`config.mk`:
```
export PLATFORM = sky130hd
export DESIGN_NAME = lta_fifo
export DESIGN_NICKNAME = d
export VERILOG_FILES = /design/src/hw/lta_line_test.sv
export SDC_FILE = /design/constraint.sdc
export NUM_CORES = 1
export LEC_CHECK = 0
export BUFFER_PORTS_ARGS = -buffer_cell sky130_fd_sc_hd__clkbuf_2
export CAP_MARGIN = 5
export CORE_ASPECT_RATIO = 1.2
export CORE_MARGIN = 2
export CORE_UTILIZATION = 45
export DETAILED_ROUTE_END_ITERATION = 8
export GPL_ROUTABILITY_DRIVEN = 0
export SYNTH_ARGS = -nofsm -noshare
export SYNTH_HDL_FRONTEND = slang
export SYNTH_SLANG_ARGS = --single-unit
```
`constraint.sdc`:
```
create_clock -name core_clk -period 4.25 [get_ports core_clk]
set_clock_uncertainty 0.2 [all_clocks]
set_input_delay 0.425 -clock core_clk [delete_from_list [all_inputs] [get_ports core_clk]]
set_output_delay 0.425 -clock core_clk [all_outputs]
set_load 0.01 [all_outputs]
```
`src/hw/lta_line_test.sv`:
```
`timescale 1ns/1ns
`default_nettype none

// -----------------------------------------------------------------
// Event FIFO
// -----------------------------------------------------------------
module lta_fifo #(
  parameter int WIDTH = 5,
  parameter int DEPTH = 16
) (
  input wire logic core_clk,             // System clock
  input wire logic arst_n,               // Async reset, active low
  input wire logic inValid,              // Word offered
  output logic inReady,                  // Room for a word
  input wire logic [WIDTH-1:0] inData,   // Offered word
  output logic outValid,                 // Word available
  input wire logic outReady,             // Word taken
  output logic [WIDTH-1:0] outData       // Oldest word
);
  localparam int PW = $clog2(DEPTH);
  logic [WIDTH-1:0] mem [DEPTH];
  logic [PW-1:0] wrPtr, rdPtr;
  logic [PW:0] count;
  logic push, pop;

  // Flags come from the count, so full and empty are exact
  assign inReady = (count != (PW+1)'(DEPTH));
  assign outValid = (count != '0);
  assign outData = mem[rdPtr];
  assign push = inValid & inReady;
  assign pop = outValid & outReady;

  // Pointers wrap at DEPTH, which need not be a power of two
  always_ff @(posedge core_clk or negedge arst_n) begin
    if (!arst_n) begin
      wrPtr <= '0;
      rdPtr <= '0;
      count <= '0;
    end else begin
      if (push) wrPtr <= (wrPtr == PW'(DEPTH - 1)) ? '0 : wrPtr + 1'b1;
      if (pop) rdPtr <= (rdPtr == PW'(DEPTH - 1)) ? '0 : rdPtr + 1'b1;
      count <= count + (PW+1)'(push) - (PW+1)'(pop);
    end
  end

  // Storage has no reset; outValid guards every read
  always_ff @(posedge core_clk) begin
    if (push) mem[wrPtr] <= inData;
  end
endmodule // lta_fifo
 // lta_line_test

`default_nettype wire

```
**Yosys cells after proc, flatten, opt, wreduce, memory -nomap -nowiden**

Memory sizes are Yosys's and may differ from the RTL's.
Cells that the tools add are included.

- Add/subtract/negate cells: 4
- Equal/unequal tests: 3
- Mux-type cells: 4
- Bitwise logic cells: 2
- Reductions and logical operators: 1

Operators by type and width:

| kind | count |
|---|---|
| $add 4x1->4 const B | 2 |
| $eq 4x4->1 const B | 2 |
| $mux 4 | 2 |
| $add 5x1->5 | 1 |
| $ne 5x5->1 const B | 1 |
| $reduce_bool 5->1 | 1 |
| $sub 5x1->5 | 1 |
| $and 1x1->1 | 2 |
| $mux 1 | 2 |

- Bits in registers: 13
- Memory bits (writable): 80
- Bits of input ports: 9
- Output and inout bits: 7
- Memories: 1

Memories:

| memory | depth | bits a word | rd ports | clocked after Yosys merged registers in | wr ports | line | RTL |
|---|---|---|---|---|---|---|---|
| mem | 16 | 5 | 1 | 0 | 1 | 21 | `logic [WIDTH-1:0] mem [DEPTH];` |

**Depth between registers and ports, before layout**

- Word-level depth: 4
- Gate-level depth with buffers: 14

**Worst setup path before layout**

OpenSTA, ideal clock, no wires.

- Path type: register to register
- Start: register count[3]
- End: register count[4]
- Library setup time: 0.080 ns
- Arrival: 2.608 ns
- Path slack: 1.362 ns
- Stages on the path, launching flop included: 15
- Buffers on the path: 1
- Clock period less this slack: 2.888 ns
- Path through: dfrtp_1 inv_1 ha_1 or4b_4 and2_4 buf_6 ha_1 inv_1 ha_1 inv_1 fa_1 inv_1 a21oi_1 o21bai_1 xnor2_1

- Elaborated cells on any way between the ends: 6
- Those cells by class: add/sub: 2; eq/ne: 1; bitwise: 2; reduce/logical: 1

RTL lines:

| item | line | RTL |
|---|---|---|
| from (decl) | 23 | `logic [PW:0] count;` |
| from (signal assigned) | 42 | `count <= count + (PW+1)'(push) - (PW+1)'(pop);` |
| $reduce_bool 5->1 | 28 | `assign outValid = (count != '0);` |
| named net outValid | 16 | `output logic outValid,` |
| $and 1x1->1 | 31 | `assign pop = outValid & outReady;` |
| named net pop | 24 | `logic push, pop;` |
| $sub 5x1->5 | 42 |  |

The timed path passes the listed nets, and every way through them passes these cells.
A chain may end at the register's enable or synchronous reset.

**Worst setup path in the final report**

- Start: register rdPtr[1]
- End: output outData[1]

- Longest elaborated chain between the ends: 1

RTL lines:

| item | line | RTL |
|---|---|---|
| from (decl) | 22 | `logic [PW-1:0] wrPtr, rdPtr;` |
| from (signal assigned) | 41 | `if (pop) rdPtr <= (rdPtr == PW'(DEPTH - 1)) ? '0 : rdPtr + 1'b1;` |
| $mem_v2 16x5 | n/a |  |
| to (decl) | 18 | `output logic [WIDTH-1:0] outData` |

Every way passes these cells.

==> summary.txt <==
Slowest CP cell - dfrtp_1
Reg area - 0.002728 mm²
Post-synthesis xor/xnor area fraction - 1.328%
Synth Flop Type - edfxtp_1
Kind of critical path - flop to output pin
Hold-critical path depth - 4
Yosys top cell by area - edfxtp_1
I/O Buffers - 15
GRT Total Usage - 16.37%
ANT nets after route - 0
Synthesized area - 0.003956 mm²
Critical path peak fanout - 14
Post-synthesis sequential area ratio - 68.94%
Layout cells sized above 1 - 18.92%
Hold crit path type - input port to flop
Setup Viol. Count Final - 0
Overflow after GRT - 0
Rows - 37
Power Density - 637.5 mW/mm²
Worst-Skew Late Latency - 0.34 ns
Synth top area share - 60.72%
Height of the die - 106.7 µm
Num CTS Buffers - 9
Pleak - 0.001577 µW
Via/cell ratio - 5.205
CTS tree - yes
Die X - 89.60 µm
Final hold violations - 0
Synth cell count leaders - edfxtp_1 (80), nand2_1 (18), mux4_2 (15)
DR vias - 1,957
EDFF count, synth - 80
RSZ-0062 raised after global routing - false
Minimum clock period - 3.068 ns
First-pass DRT Iterations - 4
Synth Area in Adders - 3.985%
Final routed DRC violation total - 0
Critical Path Start Type - flop
Post-Syn Nets - 256
Synth area leaders - edfxtp_1 (61%), mux4_2 (8.5%), dfrtp_1 (8.2%)
Mean routed wirelength per cell - 18.55 µm
Rel. slew slack - 35.14%
First-pass GRT wire length - 11,090 µm
Multi-input logic area - 0.001135 mm²
CTS sink cnt - 93
Yosys reg bits - 93
Core area - 0.008564 mm²
Starting Density - 46.19%
Synthesized instance count - 235
Vias in the first global route - 2,089
Final #Nets - 276
Die Area - 0.009561 mm²
Mapped Avg Cell Area - 16.84 µm²
Fraction of synthesized area in multiplexers - 11.83%
Final Max Slew Viols - 0
Hold Crit Endpoint - rdPtr[2]$_DFFE_PN0P_
Reg2Reg Depth - 13
Most common cell in the synthesized netlist - edfxtp_1
Clk slew on worst S/H paths - 0.08 ns
Yosys cell types - 36
Fmax - 325.9 MHz
Overall power - 2776 µW
Yosys warnings - 0
Worst Setup End Kind - output pin
Worst reg2reg path startpoint - count[2]$_DFF_PN0_
Initial antenna violation count - 0
Max VDD drop - 0.3518 mV
Deepest clock path buffer count - 2
Hold slack - 0.2990 ns
Hold buffers post-CTS - 1
Crit-path max cell delay - 0.84 ns
CP Data Required Time - 3.62 ns
Flop-to-flop setup slack - 1.31 ns
Root Driver - clkbuf_8
Number of setup buffers added after CTS - 0
Worst EP arrival - 2.44 ns
Worst path buffer plus inverter count - 2
Status - completed
Initial DRC count - 93
H-tree depth - 3
Slew @ Worst Pin - 0.9728 ns
IO Pins - 16
Post-synthesis compound-gate area fraction - 2.878%
Chain of cells forming the critical path - buf_4 > mux4_2 > a22oi_1 > nand2_1 > clkbuf_2
Routed WL - 6974 µm
Cts repair resizes - 0
Largest family of logic cells by synthesized area - multiplexers
Crit Reg-Reg Endpoint - count[4]$_DFF_PN0_
Max-cap check violation count - 0
FILL cells - 703
Synth async-reset ratio - 13.98%
Layout area overhead - 10.06%
Detailed placement HPWL - 4780 µm
Final Cycle Share - 72.19%
Simple-Gate Fraction of Synth Area - 8.665%
HP Start - outReady
Diode count - 0
Pin count of the biggest net entering global routing - 21
Setup TNS - 0 ns
Family with the most delay on the worst path - flip-flops
[sequential cells by signal (all words and copies together), names as in the netlist]
signal / flops
mem: 80
count: 5
rdPtr: 4
wrPtr: 4
[how the worst max path moves through the flow]
stage | start | endpoint | slack (ns) | cells after the start
after floorplan | count[3]$_DFF_PN0_ | count[4]$_DFF_PN0_ | 1.36 | 14
after global placement | count[3]$_DFF_PN0_ | count[4]$_DFF_PN0_ | 1.39 | 13
after detailed placement | count[2]$_DFF_PN0_ | count[4]$_DFF_PN0_ | 1.32 | 13
after CTS | rdPtr[1]$_DFFE_PN0P_ | outData[1] | 1.08 | 5
after global routing | rdPtr[1]$_DFFE_PN0P_ | outData[1] | 0.96 | 5
final | rdPtr[1]$_DFFE_PN0P_ | outData[1] | 1.18 | 5
[power breakdown]
part           internal [µW]  switching (µW)  leakage [µW]
sequential              1130             169      0.000877
clock                    325             284     0.0000998
combinational            444             427      0.000600
total                   1900             880       0.00158
[cells by family after synthesis]
logic type	count (synthesis)
and+or+nand+nor	61
DFF	93
xor gates and xnor gates	6
adders and majority gates	12
AOI/OAI and AO/OA	16
buffers and inverters	20
muxes	27
[layer usage]
layer	wire [µm]	vias up	global-route usage, %
li1	-	933	-
met2	3412	28	24.84
met4	118	0	6.716
met3	151	8	3.541
met5	0	-	0
met1	3292	988	22.88
[cell type report]
type | instances | area share, %
Sequential cell | 93 | 62.64
Clock buffer | 10 | 2.931
Timing Repair Buffer | 18 | 2.299
Clock inverter | 5 | 1.753
Multi-Input combinational cell | 122 | 26.06
Tap cell | 117 | 3.362
Inverter | 11 | 0.9483
[layout by cell type, fill, tap and decap left out, drive strengths merged, types with 2 or more instances in the layout]
master  netlist  routed
and2         15      15
mux2          2       2
nor2b         4       4
a32o          2       2
clkinv        0       2
ha           11      11
a21oi         2       2
xor2          2       2
a22oi         5       5
clkbuf        2      25
and3          5       5
mux4         15      15
inv          11      11
nand2b        5       5
buf           7       2
dfrtp        13      13
nand4         5       5
nand3         3       3
mux2i        10      10
edfxtp       80      80
a21o          2       2
bufinv        0       2
nor2          2       2
xnor2         4       4
nand2        18      18
o21ai         2       2
[worst min-delay path, cell delays in order]
cell and delay [ns]:
clkbuf_2 0.08, and2_4 0.16, nand2_1 0.08, xnor2_1 0.06
[stage by stage]
| step | area (µm²) | worst slack (ns) | cells | utilization, % |
|---|---|---|---|---|
| floorplan | 3956 | 1.362 | 235 | - |
| global placement | 4140 | 1.390 | 360 | 48.34 |
| detailed placement | 4140 | 1.318 | 360 | 48.34 |
| CTS | 4354 | 1.085 | 376 | 50.84 |
| global route | 4354 | 0.9571 | 376 | 50.84 |
| finish | 4354 | 1.182 | 376 | 50.84 |
Note: power is estimated with default switching activity, not from simulation.
